<file path="src/rtl/mdpb_cfg.svh">
// Constants of the motor driver parameter bank: command codes, resets, ranges.
// Assumes inclusion by bare name from every design file that needs them.
`ifndef MDPB_CFG_SVH
`define MDPB_CFG_SVH

// =====================================================================
// Command codes (read codes, and configure sent as is; a write code adds the write offset).
`define MDPB_WR_OFS 16'h1000
`define MDPB_CC_JOG_SPEED 16'h0143
`define MDPB_CC_SIGN_MODE 16'h01E0
`define MDPB_CC_EDIT_ALLOW 16'h01E1
`define MDPB_CC_RUN_MODE 16'h0816
`define MDPB_CC_JOG_TORQUE 16'h0821
`define MDPB_CC_BRAKE_SEL 16'h0840
`define MDPB_CC_INIT_NOOP 16'h0841
`define MDPB_CC_THERMAL_EN 16'h0843
`define MDPB_CC_STARTUP_VIEW 16'h0870
`define MDPB_CC_ANALOG_SEL 16'h0871
`define MDPB_CC_COMM_TMO 16'h0900
`define MDPB_CC_ERR_LIMIT 16'h0901
`define MDPB_CC_CONFIGURE 16'h0F00

// =====================================================================
// Reset values.
`define MDPB_RST_JOG_SPEED 32'h0000012C
`define MDPB_RST_SIGN_MODE 32'h00000000
`define MDPB_RST_EDIT_ALLOW 32'h00000001
`define MDPB_RST_RUN_MODE 32'h00000000
`define MDPB_RST_JOG_TORQUE 32'h000000C8
`define MDPB_RST_BRAKE_SEL 32'h00000001
`define MDPB_RST_INIT_NOOP 32'h00000000
`define MDPB_RST_THERMAL_EN 32'h00000000
`define MDPB_RST_STARTUP_VIEW 32'h00000000
`define MDPB_RST_ANALOG_SEL 32'h00000001
`define MDPB_RST_COMM_TMO 32'h00000000
`define MDPB_RST_ERR_LIMIT 32'h00000003

// =====================================================================
// Allowed ranges.
`define MDPB_JOG_SPEED_MIN 32'h00000050
`define MDPB_JOG_SPEED_MAX 32'h000003E8
`define MDPB_JOG_TORQUE_MAX 32'h000000C8
`define MDPB_ONE_BIT_MAX 32'h00000001
`define MDPB_VIEW_MAX 32'h00000004
`define MDPB_ANALOG_MAX 32'h00000002
`define MDPB_TMO_MAX 32'h00002710
`define MDPB_ERR_MIN 32'h00000001
`define MDPB_ERR_MAX 32'h0000000A

// =====================================================================
// Timing: milliseconds to clock cycles at 20 MHz.
`define MDPB_CLK_HZ 32'd20000000
`define MDPB_MS_CYCLES (`MDPB_CLK_HZ / 32'd1000)

`endif

</file>
<file path="src/rtl/mdpb_pkg.sv">
// Types shared by the parameter bank files.
// Assumes the cfg header supplies all numeric constants.
package mdpb_pkg;
  // =====================================================================
  // Analog source selection.
  typedef enum logic [1:0] {
    MDPB_ANALOG_OFF,
    MDPB_ANALOG_SPEED,
    MDPB_ANALOG_TORQUE
  } mdpb_src_e;

  // Command handling sequence.
  typedef enum logic [1:0] {
    MDPB_IDLE,
    MDPB_READ,
    MDPB_ANSWER
  } mdpb_state_e;

  typedef logic [31:0] mdpb_word_t;
endpackage

</file>
<file path="src/rtl/mdpb_mem.sv">
// Register storage of the parameter bank, one word per parameter slot.
// Assumes one writer and one reader per cycle; read data comes from a register.
`include "mdpb_cfg.svh"
module mdpb_mem #(
  parameter int DEPTH = 12
) (
  input wire logic clk_i,
  input wire logic rst_i,
  input wire logic we_i,
  input wire logic [3:0] waddr_i,
  input wire mdpb_pkg::mdpb_word_t wdata_i,
  input wire logic [3:0] raddr_i,
  output mdpb_pkg::mdpb_word_t rdata_o,
  output mdpb_pkg::mdpb_word_t word_o [DEPTH]
);
  initial begin
    if (DEPTH < 1 || DEPTH > 16) begin
      $error("mdpb_mem: DEPTH must be 1 to 16");
    end
  end

  // =====================================================================
  // Reset values, indexed by slot.
  function automatic mdpb_pkg::mdpb_word_t reset_val(input int idx);
    case (idx)
      0: reset_val = `MDPB_RST_JOG_SPEED;
      1: reset_val = `MDPB_RST_SIGN_MODE;
      2: reset_val = `MDPB_RST_EDIT_ALLOW;
      3: reset_val = `MDPB_RST_RUN_MODE;
      4: reset_val = `MDPB_RST_JOG_TORQUE;
      5: reset_val = `MDPB_RST_BRAKE_SEL;
      6: reset_val = `MDPB_RST_INIT_NOOP;
      7: reset_val = `MDPB_RST_THERMAL_EN;
      8: reset_val = `MDPB_RST_STARTUP_VIEW;
      9: reset_val = `MDPB_RST_ANALOG_SEL;
      10: reset_val = `MDPB_RST_COMM_TMO;
      11: reset_val = `MDPB_RST_ERR_LIMIT;
      default: reset_val = 32'h00000000;
    endcase
  endfunction

  // =====================================================================
  // Each slot is a word register; the flat view feeds the owner's decode.
  for (genvar g = 0; g < DEPTH; g++) begin : g_slot
    mdpb_pkg::mdpb_word_t mem_q;
    always_ff @(posedge clk_i) begin
      if (rst_i) begin
        mem_q <= reset_val(g);
      end else if (we_i && waddr_i == 4'(g)) begin
        mem_q <= wdata_i;
      end
    end
    assign word_o[g] = mem_q;
  end

  // Registered read port.
  mdpb_pkg::mdpb_word_t rdata_q;
  always_ff @(posedge clk_i) begin
    if (rst_i) begin
      rdata_q <= 32'h00000000;
    end else begin
      rdata_q <= word_o[raddr_i];
    end
  end
  assign rdata_o = rdata_q;
endmodule

</file>
<file path="src/rtl/mdpb_timeout.sv">
// Communication timeout watchdog: counts idle milliseconds between commands.
// Assumes a limit of zero means the link is not watched.
`include "mdpb_cfg.svh"
module mdpb_timeout #(
  parameter int MS_CYCLES = `MDPB_MS_CYCLES
) (
  input wire logic clk_i,
  input wire logic rst_i,
  input wire logic activity_i,
  input wire logic [13:0] limit_ms_i,
  output logic expired_o
);
  initial begin
    if (MS_CYCLES < 1) begin
      $error("mdpb_timeout: MS_CYCLES must be at least 1");
    end
  end

  // =====================================================================
  // Prescaler to 1 ms ticks, then millisecond counter.
  logic [31:0] pre_q;
  logic [13:0] ms_q;
  logic expired_q;
  wire tick = (pre_q == 32'(MS_CYCLES - 1));
  wire watching = (limit_ms_i != 14'h0000);

  // Any activity restarts the watch; an unwatched link never expires.
  always_ff @(posedge clk_i) begin
    if (rst_i || activity_i || !watching) begin
      pre_q <= 32'h00000000;
      ms_q <= 14'h0000;
      expired_q <= 1'b0;
    end else if (tick) begin
      pre_q <= 32'h00000000;
      if (ms_q != limit_ms_i) begin
        ms_q <= ms_q + 14'h0001;
      end
      expired_q <= (ms_q + 14'h0001 >= limit_ms_i);
    end else begin
      pre_q <= pre_q + 32'h00000001;
    end
  end
  assign expired_o = expired_q;
endmodule

</file>
<file path="src/rtl/mdpb_bank.sv">
// Parameter bank of a brushless motor driver, reached by paired command codes.
// Assumes a command master that presents one command per strobe and waits
// for the answer pulse before the next command.
//
// Behaviour
// - Jog speed takes 0 or 80..1000, resets 300; jog torque 0..200, resets 200.
// - Speed display: 0 signed, 1 magnitude; resets 0; applies at once.
// - Panel editing: 0 blocked, 1 allowed; resets 1; applies at once.
// - Run mode 0 enables output shut-off mode, 1 disables it.
// - Alarm brake: 0 locks after coasting, 1 locks at once; resets 1.
// - Initial-alarm no-operation flag, 0 disabled, resets 0.
// - Initial thermal detection, 1 enabled, resets 0, applies after configuration.
// - Start-up view selects one of five items 0..4, resets 0.
// - Analog source: 0 ignored, 1 speed, 2 torque; resets 1.
// - At 1 only entry 0 speed is analog; rest digital.
// - At 0 everything digital; at 2 torque limit analog, speeds digital.
// - No other analog/digital sourcing combination is accepted.
// - Timeout 0 unmonitored, else 1..10000 ms; resets 0; applies at once.
// - Error alarm rises when error count reaches threshold 1..10, reset 3.
// - Immediate settings apply as soon as the write completes.
// - Deferred settings keep old value until configuration or power cycle.
// - Each request that cannot be carried out counts one communication error.
`include "mdpb_cfg.svh"
module mdpb_bank #(
  parameter int MS_CYCLES = `MDPB_MS_CYCLES,
  parameter int NUM_PARAMS = 12
) (
  input wire logic CLK_I,
  input wire logic RST_I,
  input wire logic CMD_VALID_I,
  input wire logic [15:0] CMD_CODE_I,
  input wire logic [31:0] CMD_DATA_I,
  input wire logic ERR_CLEAR_I,
  output logic ACK_O,
  output logic NAK_O,
  output logic [31:0] RDATA_O,
  output logic [9:0] JOG_SPEED_O,
  output logic [7:0] JOG_TORQUE_O,
  output logic SPEED_ABS_O,
  output logic PANEL_EDIT_O,
  output logic SHUTOFF_EN_O,
  output logic BRAKE_IMMEDIATE_O,
  output logic INIT_NOOP_EN_O,
  output logic THERMAL_DETECT_EN_O,
  output logic [2:0] STARTUP_VIEW_O,
  output logic ENTRY0_SPEED_ANALOG_O,
  output logic TORQUE_LIMIT_ANALOG_O,
  output logic COMM_TIMEOUT_O,
  output logic COMM_ALARM_O,
  output logic [3:0] ERR_COUNT_O
);
  initial begin
    if (NUM_PARAMS != 12) begin
      $error("mdpb_bank: NUM_PARAMS must be 12");
    end
  end

  // =====================================================================
  // Command decode.
  // Maps a read code to its slot; returns 4'hF when the code is unknown.
  function automatic logic [3:0] slot_of(input logic [15:0] code);
    case (code)
      `MDPB_CC_JOG_SPEED: slot_of = 4'h0;
      `MDPB_CC_SIGN_MODE: slot_of = 4'h1;
      `MDPB_CC_EDIT_ALLOW: slot_of = 4'h2;
      `MDPB_CC_RUN_MODE: slot_of = 4'h3;
      `MDPB_CC_JOG_TORQUE: slot_of = 4'h4;
      `MDPB_CC_BRAKE_SEL: slot_of = 4'h5;
      `MDPB_CC_INIT_NOOP: slot_of = 4'h6;
      `MDPB_CC_THERMAL_EN: slot_of = 4'h7;
      `MDPB_CC_STARTUP_VIEW: slot_of = 4'h8;
      `MDPB_CC_ANALOG_SEL: slot_of = 4'h9;
      `MDPB_CC_COMM_TMO: slot_of = 4'hA;
      `MDPB_CC_ERR_LIMIT: slot_of = 4'hB;
      default: slot_of = 4'hF;
    endcase
  endfunction

  // Range check per slot; anything outside leaves the slot untouched.
  function automatic logic in_range(input logic [3:0] slot, input logic [31:0] v);
    case (slot)
      4'h0: in_range = (v == 32'h00000000) ||
                       (v >= `MDPB_JOG_SPEED_MIN && v <= `MDPB_JOG_SPEED_MAX);
      4'h4: in_range = (v <= `MDPB_JOG_TORQUE_MAX);
      4'h8: in_range = (v <= `MDPB_VIEW_MAX);
      4'h9: in_range = (v <= `MDPB_ANALOG_MAX);
      4'hA: in_range = (v <= `MDPB_TMO_MAX);
      4'hB: in_range = (v >= `MDPB_ERR_MIN && v <= `MDPB_ERR_MAX);
      4'hF: in_range = 1'b0;
      default: in_range = (v <= `MDPB_ONE_BIT_MAX);
    endcase
  endfunction

  // Write codes sit exactly the write offset above the read codes.
  wire [15:0] rd_equiv = CMD_CODE_I - `MDPB_WR_OFS;
  wire is_write_cmd = (CMD_CODE_I[15:12] == 4'h1);
  wire [3:0] rd_slot = slot_of(CMD_CODE_I);
  wire [3:0] wr_slot = slot_of(rd_equiv);
  wire is_config = (CMD_CODE_I == `MDPB_CC_CONFIGURE);
  wire rd_ok = !is_write_cmd && (rd_slot != 4'hF);
  wire wr_ok = is_write_cmd && in_range(wr_slot, CMD_DATA_I);
  wire cmd_ok = rd_ok || wr_ok || is_config;

  // =====================================================================
  // Sequencer: a read waits one cycle for the registered memory port.
  mdpb_pkg::mdpb_state_e state_q, state_d;
  logic ack_q, nak_q;
  logic [31:0] rdata_q;
  wire take = (state_q == mdpb_pkg::MDPB_IDLE) && CMD_VALID_I;
  wire mem_we = take && wr_ok;
  mdpb_pkg::mdpb_word_t mem_rdata;
  mdpb_pkg::mdpb_word_t word [NUM_PARAMS];

  always_comb begin
    state_d = state_q;
    unique case (state_q)
      mdpb_pkg::MDPB_IDLE: begin
        if (take && rd_ok) begin
          state_d = mdpb_pkg::MDPB_READ;
        end else if (take) begin
          state_d = mdpb_pkg::MDPB_ANSWER;
        end
      end
      mdpb_pkg::MDPB_READ: state_d = mdpb_pkg::MDPB_ANSWER;
      mdpb_pkg::MDPB_ANSWER: state_d = mdpb_pkg::MDPB_IDLE;
    endcase
  end

  // Outcome of the command is latched at take and shown in ANSWER.
  logic ok_q;
  always_ff @(posedge CLK_I) begin
    if (RST_I) begin
      state_q <= mdpb_pkg::MDPB_IDLE;
      ok_q <= 1'b0;
    end else begin
      state_q <= state_d;
      if (take) begin
        ok_q <= cmd_ok;
      end
    end
  end

  // Answer pulse with read data; a write or config echoes zero.
  wire answering = (state_d == mdpb_pkg::MDPB_ANSWER);
  always_ff @(posedge CLK_I) begin
    if (RST_I) begin
      ack_q <= 1'b0;
      nak_q <= 1'b0;
      rdata_q <= 32'h00000000;
    end else begin
      ack_q <= answering && (state_q == mdpb_pkg::MDPB_READ ? ok_q : cmd_ok);
      nak_q <= answering && !(state_q == mdpb_pkg::MDPB_READ ? ok_q : cmd_ok);
      if (answering) begin
        rdata_q <= (state_q == mdpb_pkg::MDPB_READ) ? mem_rdata : 32'h00000000;
      end
    end
  end

  mdpb_mem #(
    .DEPTH(NUM_PARAMS)
  ) u_mem (
    .clk_i(CLK_I),
    .rst_i(RST_I),
    .we_i(mem_we),
    .waddr_i(wr_slot),
    .wdata_i(CMD_DATA_I),
    .raddr_i(rd_slot),
    .rdata_o(mem_rdata),
    .word_o(word)
  );

  // =====================================================================
  // Communication error counter and alarm.
  // A refused command is one error; saturation stops wrap-around from
  // silently clearing the error count.
  logic [3:0] err_q;
  logic alarm_q;
  wire err_event = take && !cmd_ok;
  wire [3:0] err_limit = word[11][3:0];
  always_ff @(posedge CLK_I) begin
    if (RST_I) begin
      err_q <= 4'h0;
      alarm_q <= 1'b0;
    end else if (err_event) begin
      if (err_q != 4'hF) begin
        err_q <= err_q + 4'h1;
      end
      alarm_q <= alarm_q || (err_q + 4'h1 >= err_limit);
    end else if (ERR_CLEAR_I) begin
      err_q <= 4'h0;
      alarm_q <= 1'b0;
    end
  end

  // =====================================================================
  // Timeout watchdog; any command taken, refused or not, counts as activity.
  logic tmo_w;
  mdpb_timeout #(
    .MS_CYCLES(MS_CYCLES)
  ) u_tmo (
    .clk_i(CLK_I),
    .rst_i(RST_I),
    .activity_i(take),
    .limit_ms_i(word[10][13:0]),
    .expired_o(tmo_w)
  );
  logic tmo_q;
  always_ff @(posedge CLK_I) begin
    if (RST_I) begin
      tmo_q <= 1'b0;
    end else begin
      tmo_q <= tmo_w;
    end
  end

  // =====================================================================
  // Deferred thermal setting: operating copy moves only on configure.
  logic thermal_q;
  always_ff @(posedge CLK_I) begin
    if (RST_I) begin
      thermal_q <= 1'(`MDPB_RST_THERMAL_EN);
    end else if (take && is_config) begin
      thermal_q <= word[7][0];
    end
  end

  // =====================================================================
  // Operating outputs, registered one cycle after the stored word changes.
  // Immediate settings thus appear two cycles after the write is taken, one after its answer.
  wire [1:0] src = word[9][1:0];
  logic [9:0] jog_speed_q;
  logic [7:0] jog_torque_q;
  logic [2:0] view_q;
  logic abs_q, edit_q, shut_q, brake_q, noop_q, ana_spd_q, ana_trq_q;
  always_ff @(posedge CLK_I) begin
    if (RST_I) begin
      jog_speed_q <= 10'(`MDPB_RST_JOG_SPEED);
      jog_torque_q <= 8'(`MDPB_RST_JOG_TORQUE);
      abs_q <= 1'b0;
      edit_q <= 1'b1;
      shut_q <= 1'b1;
      brake_q <= 1'b1;
      noop_q <= 1'b0;
      view_q <= 3'h0;
      ana_spd_q <= 1'b1;
      ana_trq_q <= 1'b0;
    end else begin
      jog_speed_q <= word[0][9:0];
      jog_torque_q <= word[4][7:0];
      abs_q <= word[1][0];
      edit_q <= word[2][0];
      shut_q <= !word[3][0];
      brake_q <= word[5][0];
      noop_q <= word[6][0];
      view_q <= word[8][2:0];
      ana_spd_q <= (src == 2'(mdpb_pkg::MDPB_ANALOG_SPEED));
      ana_trq_q <= (src == 2'(mdpb_pkg::MDPB_ANALOG_TORQUE));
    end
  end

  assign ACK_O = ack_q;
  assign NAK_O = nak_q;
  assign RDATA_O = rdata_q;
  assign JOG_SPEED_O = jog_speed_q;
  assign JOG_TORQUE_O = jog_torque_q;
  assign SPEED_ABS_O = abs_q;
  assign PANEL_EDIT_O = edit_q;
  assign SHUTOFF_EN_O = shut_q;
  assign BRAKE_IMMEDIATE_O = brake_q;
  assign INIT_NOOP_EN_O = noop_q;
  assign THERMAL_DETECT_EN_O = thermal_q;
  assign STARTUP_VIEW_O = view_q;
  assign ENTRY0_SPEED_ANALOG_O = ana_spd_q;
  assign TORQUE_LIMIT_ANALOG_O = ana_trq_q;
  assign COMM_TIMEOUT_O = tmo_q;
  assign COMM_ALARM_O = alarm_q;
  assign ERR_COUNT_O = err_q;
endmodule

</file>
<file path="config.mk">
export PLATFORM = sky130hd
export DESIGN_NAME = mdpb_bank
export DESIGN_NICKNAME = d
export VERILOG_FILES = /design/src/rtl/mdpb_pkg.sv /design/src/rtl/mdpb_mem.sv /design/src/rtl/mdpb_timeout.sv /design/src/rtl/mdpb_bank.sv
export VERILOG_INCLUDE_DIRS = /design/src /design/src/rtl
export SDC_FILE = /design/constraint.sdc
export NUM_CORES = 1
export LEC_CHECK = 0
export ABC_AREA = 1
export BUFFER_PORTS_ARGS = -buffer_cell sky130_fd_sc_hd__buf_4
export CORE_MARGIN = 2
export CORE_UTILIZATION = 29
export DETAILED_ROUTE_END_ITERATION = 12
export PLACE_DENSITY_LB_ADDON = 0.08
export SLEW_MARGIN = 20
export SYNTH_ARGS = -nofsm -noshare
export SYNTH_HDL_FRONTEND = slang
export SYNTH_SLANG_ARGS = --single-unit
</file>
<file path="constraint.sdc">
create_clock -name CLK_I -period 2.9 [get_ports CLK_I]
set_input_delay 0.435 -clock CLK_I [delete_from_list [all_inputs] [get_ports CLK_I]]
set_output_delay 0.435 -clock CLK_I [all_outputs]
set_load 0.05 [all_outputs]
</file>
==> results of run 1 <==
==> worst max-delay path, delay by kind of cell, from the launching register on <==
family | cells | cell delay (ps)
and+or+nand+nor | 7 | 870
adders and majority gates | 2 | 470
DFF | 1 | 370
AOI/OAI and AO/OA | 2 | 320
buffers and inverters | 3 | 270
xor gates and xnor gates | 1 | 220
==> sequential cells by signal, summed over array words and instances (netlist names), 2 cells and up <==
signal / count
ERR_COUNT_O: 4
u_tmo.pre_q: 32
u_mem.rdata_o: 32
JOG_SPEED_O: 10
u_mem.g_slot.mem_q: 384
u_tmo.ms_q: 14
STARTUP_VIEW_O: 3
state_q: 2
RDATA_O: 32
JOG_TORQUE_O: 8
==> metal layers <==
metal,up-vias,GRT usage [%]
met3,115,2.71
met1,9452,26.2
met2,389,29.1
met4,0,5.34
li1,10095,-
met5,-,0
==> cell families after synthesis <==
family,Yosys count,share of synthesized area [%]
AND/OR/NAND/NOR,1420,28.9
adder cells (fa/ha/maj),23,1.26
XOR/XNOR,21,0.807
AO/OA/AOI/OAI,503,12.6
flip-flops,535,47.0
buffers and inverters,511,9.53
==> cells in the final DEF, fill, tap and decap left out, drive strengths merged, types with 2 or more instances in the layout <==
| master | count |
|---|---|
| nand2 | 593 |
| dfxtp | 535 |
| nor2 | 398 |
| inv | 323 |
| buf | 278 |
| nand3 | 201 |
| o21ai | 196 |
| nor3 | 175 |
| a21oi | 171 |
| o211ai | 109 |
| clkbuf | 85 |
| nand4 | 24 |
| ha | 23 |
| xor2 | 19 |
| clkinv | 16 |
| nor4 | 12 |
| a211oi | 6 |
| bufinv | 6 |
| nand3b | 5 |
| o22ai | 4 |
| and3 | 4 |
| clkinvlp | 4 |
| nor3b | 3 |
| o21a | 3 |
| or2 | 3 |
| a221oi | 3 |
| xnor2 | 2 |
| a2111oi | 2 |
| a31oi | 2 |
==> what timing repair did <==
action                     in CTS  in global routing
buffers inserted                0                  1
resized for setup               0                 17
setup endpoints to repair       0                  4
==> where the power goes <==
part	switching (mW)	leakage [nW]	internal (mW)
logic	0.753	5.40	0.303
clock network	3.17	1.02	4.75
registers	0.0345	4.31	7.38
==> final timing paths <==
| kind | startpoint | end |
|---|---|---|
| setup / recovery | u_tmo.ms_q[0] | u_tmo.expired_o |
| hold / removal | CMD_DATA_I[12] | u_mem.g_slot[10].mem_q[12] |
| setup reg to reg | u_tmo.ms_q[0] | u_tmo.expired_o |
| hold reg to reg | u_tmo.expired_o | COMM_TIMEOUT_O |
==> final cells by class <==
cell class | count | area, sq um | share of cell area (%)
clock buffers | 85 | 1770 | 6.33
repair buffers | 278 | 2570 | 9.23
clock inverters | 26 | 305 | 1.10
inverters | 323 | 1220 | 4.37
flip-flops and latches | 535 | 10700 | 38.4
well taps | 1040 | 1300 | 4.67
multi-input cells | 1967 | 10000 | 35.9
==> through the flow <==
stage,instances,setup TNS [ps],setup slack (ps),area [sq um]
after CTS,4253,0,41.5,27800
after global routing,4254,0,11.5,27900
after detailed placement,4142,-2930,-259,25700
after floorplan,3013,0,454,22800
final,4254,0,240,27900
after global placement,4142,-2460,-235,25700
==> synthesized netlist by cell type, types with 4 or more instances <==
library cell	instances
xor2_1	19
nor4_1	12
dfxtp_1	535
nand3b_1	5
ha_1	23
nor2_4	11
nand3_1	197
buf_2	61
buf_4	12
o22ai_1	4
and3_1	4
buf_1	4
buf_6	15
nor3_1	98
o21ai_1	63
nand4_1	24
o21ai_0	133
a21oi_1	171
nand2_2	10
clkbuf_1	95
a211oi_1	6
inv_2	9
nor2_2	14
o211ai_1	109
inv_1	311
nor3_2	77
nand2_1	581
nor2_1	370
==> flow_summary.yaml, run 1 <==
outcome:
  outcome: "complete, no violations"
yosys:
  synth-main-ff-cell: "dfxtp_1"
  synth-seq-cells: 535
  seq_area_frac_synth_pct: 47.0
  synth_area_leader_cell: "dfxtp_1"
  synth-edff-count: 0
  netlist_instances: 3013
  async_reset_ff_share_pct: 0
  synth_area_leaders: "dfxtp_1 (47%), nand2_1 (9.6%), nor2_1 (6.1%), inv_1 (5.1%), nand3_1 (4.3%)"
  syn-cell-area_sq_um: 22800
  syn_nets: 3088
  yosys_warnings: 0
  synth_top_area_share_pct: 47.0
  syn_avg_cell_area_sq_um: 7.57
  ys_types: 51
pwr:
  power_density_nw_per_um2: 588
  ir_drop_mv: 0.383
  leakagePower_nw: 10.7
  power_mw: 16.4
min_path:
  whs_path_depth: 3
  hold_class: "primary input to register"
critical_path:
  critPathSlowestCell: "dfxtp_2"
  crit_path_max_fanout: 5
  required_ps: 3390
  cpPeakStageDelay_ps: 370
  end_kind: "register"
  criticalPathCategory: "register to register"
  reg2reg_depth: 15
  r2r_slack_ps: 240
  path_cells: "ha_2 > nand3_2 > nor4_4 > buf_4 > nand3_1 > nand3b_1 > xor2_2 > inv_1 > ha_1 > nand2_1 > inv_1 > nand3_1 > nor3_2 > a221oi_2 > a31oi_1"
  crit_arrival_ps: 3150
  start_kind: "register"
floorplanning:
  io_pins: 121
  fp.dieW_microns: 284
  dieHeight_microns: 284
  rows: 102
  core_sq_um: 77600
  initial_core_util_pct: 29.4
  die_area_sq_um: 80900
sta:
  post-route-period-util_pct: 91.7
  finalHoldViolCount: 0
  slew_viol_final: 0
  rsz0062_at_grt: "true"
  tightest_slew_ps: 998
  skew_ps: 22.5
  layout_min_cycle_time_ps: 2660
  relSlewSlack_pct: 33.5
  setup_viol: 0
  hold_ws_ps: 103
  fmax_mhz: 376
placement:
  io_buffers: 120
  dpl.hpwl_mm: 51.3
  place_congestion: 0.856
grt:
  grt_pass1_wl_mm: 118
  grt_max_degree: 163
  antenna_found_initial: 1
  overflow: 0
  grtUsageTotal_pct: 18.5
  grt_pass1_vias: 19832
cts:
  clk_pin_slew_ps: 60
  clk_latency_ps: 620
  htree_levels: 2
  cts_tree: "done"
  hold_buffers: 0
  numCtsBuffers: 60
  ctsLongestPathBuffers: 3
  cts.sinks: 535
  cts-root-buf: "clkbuf_16"
cells_and_area:
  nFillCells: 8211
  drive_gt1_share_pct: 16.6
  fin_util_pct: 35.9
  num_antenna_cells: 0
  finalNetCount: 3240
  area_growth_pct: 22.3
detailed_routing:
  wl_met1_mm: 36.9
  route.met3.wl_mm: 3.04
  dr.pass1.iters: 7
  dr_wl_met2_mm: 33.1
  drtAntennaViolNets: 0
  drt_wl_total_mm: 75.2
  drt-initial-drc-count: 1476
  wl_per_cell_microns: 17.7
  vias: 20051
  drcViolationCount: 0
  highest-signal-layer: "met4"
  viasPerCell: 4.71
flow_run:
  cap_viol_max_count: 0
Note: power is estimated with default switching activity, not from simulation.
==> run 2, diff against run 1 <==
- ABC_AREA: 1 -> not set
- CORE_UTILIZATION: 29 -> 55
==> flow_summary.yaml, run 2 <==
critical_path:
  crit_arrival_ps: 3170
  required_ps: 3380
  cpMostUsedCell: "buf_12"
  end_kind: "register"
  r2r_slack_ps: 220
  r2r-end: "u_tmo.expired_o"
  crit_family: "simple AND/OR/NAND/NOR gates"
  crit_path_max_fanout: 20
  r2r-start: "u_tmo.ms_q[0]"
  path_cells: "buf_4 > or4b_2 > a311oi_1 > o21ai_1 > nand3_1 > o211ai_1 > buf_12 > buf_12 > mux2i_1 > o22ai_1 > or4_1"
  cpPeakStageDelay_ps: 710
  reg2reg_depth: 14
  critPathSlowestCell: "or4b_2"
  criticalPathCategory: "primary input to register"
  cp_num_buf_inv: 3
  start_kind: "primary input"
min_path:
  hold_class: "primary input to register"
  min_from: "ERR_CLEAR_I"
  worstHoldEndpoint: "ERR_COUNT_O[1]"
  whs_path_depth: 2
outcome:
  outcome: "complete, no violations"
floorplanning:
  core_sq_um: 37800
  die_area_sq_um: 40100
  fp.dieW_microns: 200
  initial_core_util_pct: 56.1
  rows: 71
  io_pins: 121
  dieHeight_microns: 200
yosys:
  ys_types: 85
  yosys_warnings: 0
  yosysMostFrequentCell: "dfxtp_1"
  syn_avg_cell_area_sq_um: 10.2
  synth-edff-count: 0
  syn_nets: 2144
  synth_area_leader_cell: "dfxtp_1"
  syn-cell-area_sq_um: 21200
  synth-seq-cells: 535
  synth_commonest_cells: "dfxtp_1 (535), mux2i_1 (164), nor3b_1 (149)"
  seq_area_frac_synth_pct: 50.6
  netlist_instances: 2069
  synth_top_area_share_pct: 50.6
  synth-main-ff-cell: "dfxtp_1"
  synth_area_leaders: "dfxtp_1 (51%), mux2i_1 (7.8%), nor3b_1 (5.3%), and3_1 (3.7%), a22o_1 (2.4%)"
  async_reset_ff_share_pct: 0
grt:
  grtUsageTotal_pct: 27.8
  overflow: 0
  grt_pass1_wl_mm: 90.2
  grt_max_degree: 198
  grt_pass1_vias: 16455
  antenna_found_initial: 0
cells_and_area:
  finalNetCount: 2360
  final_cell_count_no_fill: 2836
  final_cell_mix: "dfxtp_1 (533), buf_4 (267), mux2i_1 (163)"
  nFillCells: 2905
  fin_area_sq_um: 26000
  area_growth_pct: 22.7
  final_common_cell: "dfxtp_1"
  largest_reg_flops: 384
  regArea_sq_um: 10700
  fin_util_pct: 68.8
  multi_input_area_sq_um: 9830
  top_register: "u_mem.g_slot.mem_q"
  drive_gt1_share_pct: 21.2
  num_antenna_cells: 0
sta:
  finalHoldViolCount: 0
  tightest_slew_ps: 950
  post-route-period-util_pct: 92.8
  relSlewSlack_pct: 36.7
  setup_viol: 0
  layout_min_cycle_time_ps: 2690
  skew_ps: 10.5
  finalWorstSetupSlack_ps: 210
  fmax_mhz: 372
  slew_viol_final: 0
  rsz0062_at_grt: "false"
  tns_ps: 0
detailed_routing:
  drt_wl_total_mm: 56.8
  wl_per_cell_microns: 20.0
  dr.pass1.iters: 6
  vias: 16491
  viasPerCell: 5.81
  drt-initial-drc-count: 944
  drtAntennaViolNets: 0
  drcViolationCount: 0
cts:
  clk_latency_ps: 610
  cts_setup_buffers: 0
  cts-root-buf: "clkbuf_16"
  cts_tree: "done"
  cts.sinks: 535
  htree_levels: 2
  ctsLongestPathBuffers: 3
  numCtsBuffers: 54
  clk_pin_slew_ps: 60
  hold_buffers: 0
flow_run:
  cap_viol_max_count: 0
placement:
  place_congestion: 0.878
  dpl.hpwl_mm: 37.2
  io_buffers: 120
  dp.cells: 2740
  preCtsSetupSlack_ps: -456
  dpl-instance-area_sq_um: 24100
pwr:
  leakagePower_nw: 11.4
  power_density_nw_per_um2: 594
  ir_drop_mv: 0.605
## run 2: cell types whose count changed after synthesis, sizes merged, moves of 59 or more
cell	previous run	this run
mux2i	0	164
inv	322	40
and3	4	126
nor3	175	14
nand2	593	121
o21ai	196	23
a22o	0	59
nor2	398	107
a21oi	171	57
o211ai	109	2
nor3b	3	179
and2	1	69
nand3	201	37
## run 2: cell type report
| type | instances | share of cell area (%) |
|---|---|---|
| Multi-Input combinational cell | 1347 | 37.9 |
| Tap cell | 511 | 2.46 |
| Timing Repair Buffer | 307 | 10.8 |
| Inverter | 40 | 0.578 |
| Sequential cell | 535 | 41.3 |
| Clock inverter | 24 | 1.30 |
| Clock buffer | 72 | 5.77 |
## run 2: how the worst max path moves through the flow
stage | startpoint | endpoint | slack, ps | depth (start not counted)
global route | CMD_CODE_I[7] | u_mem.g_slot[0].mem_q[9] | 8 | 10
global placement | CMD_CODE_I[13] | u_mem.rdata_o[21] | -370 | 12
detailed placement | CMD_CODE_I[13] | u_mem.rdata_o[23] | -460 | 13
CTS | u_tmo.ms_q[0] | u_tmo.expired_o | 100 | 14
finish | CMD_CODE_I[9] | u_mem.rdata_o[20] | 210 | 11
floorplan | CMD_CODE_I[9] | u_mem.g_slot[0].mem_q[7] | 9 | 9
## run 2: per-stage QoR
step	hold slack (ps)	power, mW
6_report	49.2	15.4
5_1_grt	51.5	15.9
4_1_cts	26.7	15.5
3_5_place_dp	401	8.43
3_3_place_gp	401	8.42
2_1_floorplan	377	7.99
## run 2: cell families after synthesis
family / count (synthesis) / synth area share (%)
AOI/OAI and AO/OA: 265 / 9.05
and+or+nand+nor: 818 / 24.2
xor gates and xnor gates: 64 / 2.65
DFF: 535 / 50.6
adders and majority gates: 23 / 1.36
muxes: 177 / 8.45
buffers and inverters: 187 / 3.68
## run 2: timing repair
| item | in CTS | in global routing |
|---|---|---|
| endpoints found under the setup margin | 0 | 2 |
| resized for setup | 0 | 6 |
| hold endpoints to repair | 0 | 0 |
## run 2: routing by layer
| layer | vias to the layer above | GRT usage [%] | part of all wire [%] |
|---|---|---|---|
| met5 | - | 0 | 0 |
| met3 | 85 | 4.28 | 5.2 |
| met4 | 0 | 8.66 | 2.3 |
| met2 | 438 | 46.1 | 47 |
| li1 | 7836 | - | - |
| met1 | 8132 | 37.4 | 45 |
## run 2: power by group
group          switching [mW]  total (mW)  leakage, nW  internal, mW
Combinational           0.552       0.880         6.20         0.328
Sequential             0.0279        7.41         4.31          7.38
Clock                    2.96        7.14        0.887          4.19
==> run 3, diff against run 2 <==
- CORE_UTILIZATION: 55 -> 45
==> flow_summary.yaml, run 3 (synthesized netlist as in run 2, its figures left out) <==
outcome:
  outcome: "complete, no violations"
critical_path:
  cpPeakStageDelay_ps: 550
  start_kind: "primary input"
  crit_family: "simple AND/OR/NAND/NOR gates"
  required_ps: 3390
  cp_num_buf_inv: 5
  crit_arrival_ps: 3310
  cpMostUsedCell: "buf_4"
  crit_path_max_fanout: 21
  criticalPathCategory: "primary input to register"
  path_cells: "buf_4 > nor4b_1 > buf_4 > and2_1 > and2_1 > or2_2 > buf_4 > o21bai_4 > buf_12 > buf_4 > mux2_2 > a222oi_1 > nand3_1"
  critPathSlowestCell: "a222oi_1"
  end_kind: "register"
placement:
  preCtsSetupSlack_ps: -581
  dpl-instance-area_sq_um: 24300
  dp.cells: 2840
  io_buffers: 120
  place_congestion: 0.845
  dpl.hpwl_mm: 38.2
cells_and_area:
  fin_area_sq_um: 26300
  final_common_cell: "dfxtp_1"
  final_cell_count_no_fill: 2945
  largest_reg_flops: 384
  final_cell_mix: "dfxtp_1 (532), buf_4 (272), mux2i_1 (163)"
  fin_util_pct: 56.5
  top_register: "u_mem.g_slot.mem_q"
  finalNetCount: 2365
  drive_gt1_share_pct: 22.0
  area_growth_pct: 24.1
pwr:
  leakagePower_nw: 11.5
  power_density_nw_per_um2: 600
  power.internal_mw: 12.2
  power_frac_comb_pct: 5.4
  p_clk_share_pct: 47.6
  ir_drop_mv: 0.492
  switchingPower_mw: 3.61
  power_mw: 15.8
  p_sw_share_pct: 22.9
  power.share.sequential_pct: 47.0
min_path:
  hold_class: "primary input to register"
floorplanning:
  die_area_sq_um: 48800
  core_sq_um: 46500
  rows: 79
  io_pins: 121
  initial_core_util_pct: 45.6
  dieHeight_microns: 221
  fp.dieW_microns: 221
cts:
  cts_tree: "done"
  htree_levels: 2
  hold_buffers: 0
  cts-root-buf: "clkbuf_16"
  clk_latency_ps: 630
  ctsLongestPathBuffers: 3
  clk_pin_slew_ps: 60
  cts.sinks: 535
  numCtsBuffers: 55
grt:
  grt_max_degree: 132
  grtUsageTotal_pct: 23.6
  grt_pass1_vias: 16143
  overflow: 0
  antenna_found_initial: 0
  grt_pass1_wl_mm: 92.1
sta:
  relSlewSlack_pct: 47.6
  finalHoldViolCount: 0
  tightest_slew_ps: 785
  hold_ws_ps: 41.5
  layout_min_cycle_time_ps: 2820
  finalWorstSetupSlack_ps: 80.0
  skew_ps: 51.3
  setup_viol: 0
  slew_viol_final: 0
  post-route-period-util_pct: 97.2
  fmax_mhz: 355
  rsz0062_at_grt: "false"
  tns_ps: 0
detailed_routing:
  drtAntennaViolNets: 0
  drcViolationCount: 0
  viasPerCell: 5.54
  dr.pass1.iters: 8
  vias: 16324
  drt-initial-drc-count: 900
  wl_per_cell_microns: 20.0
  drt_wl_total_mm: 59.0
flow_run:
  cap_viol_max_count: 0
run 3: cell types whose count changed in the layout (fill, tap and decap cells not counted), sizes merged:
cell	previous run	this run
diode	0	1
buf	306	310
inv	43	41
clkinv	10	20
clkbuf	73	76
clkinvlp	5	1
bufinv	6	7
run 3: final timing paths:
kind                            startpoint               end  slack, ps  cells after the start
setup / recovery            CMD_CODE_I[11]  u_mem.rdata_o[4]         80                     13
hold / removal                 ERR_CLEAR_I    ERR_COUNT_O[1]         40                      2
hold reg to reg   u_mem.g_slot[3].mem_q[0]      SHUTOFF_EN_O        430                      1
setup reg to reg             u_tmo.ms_q[2]   u_tmo.expired_o        230                     12
run 3: timing repair:
item / CTS / global route
gates resized for setup: 0 / 11
hold endpoints to repair: 0 / 0
buffers inserted: 0 / 0
setup endpoints to repair: 0 / 3
run 3: layer usage:
metal	wire length (microns)	part of all wire (%)	vias up	track usage (%)
li1	-	-	7881	-
met1	27300	46	8005	31.9
met2	28300	48	347	39.5
met3	2070	3.5	91	2.96
met4	1340	2.3	0	6.86
met5	0	0	-	0
run 3: layout make-up:
class / instances / area (sq um)
flip-flops and latches: 535 / 10700
fillers: 4061 / 20200
diodes: 1 / 2.50
repair buffers: 311 / 2820
clock buffers: 75 / 1580
inverters: 40 / 150
clock inverters: 29 / 389
multi-input cells: 1347 / 9850
well taps: 607 / 759
run 3: power by group through the flow:
stage	Combinational [mW]	Clock, mW	Sequential, mW
after floorplan	0.373	0	7.62
after global placement	0.841	0	7.56
after detailed placement	0.850	0	7.56
after CTS	0.853	7.65	7.40
after global routing	0.920	7.96	7.40
final	0.857	7.51	7.40
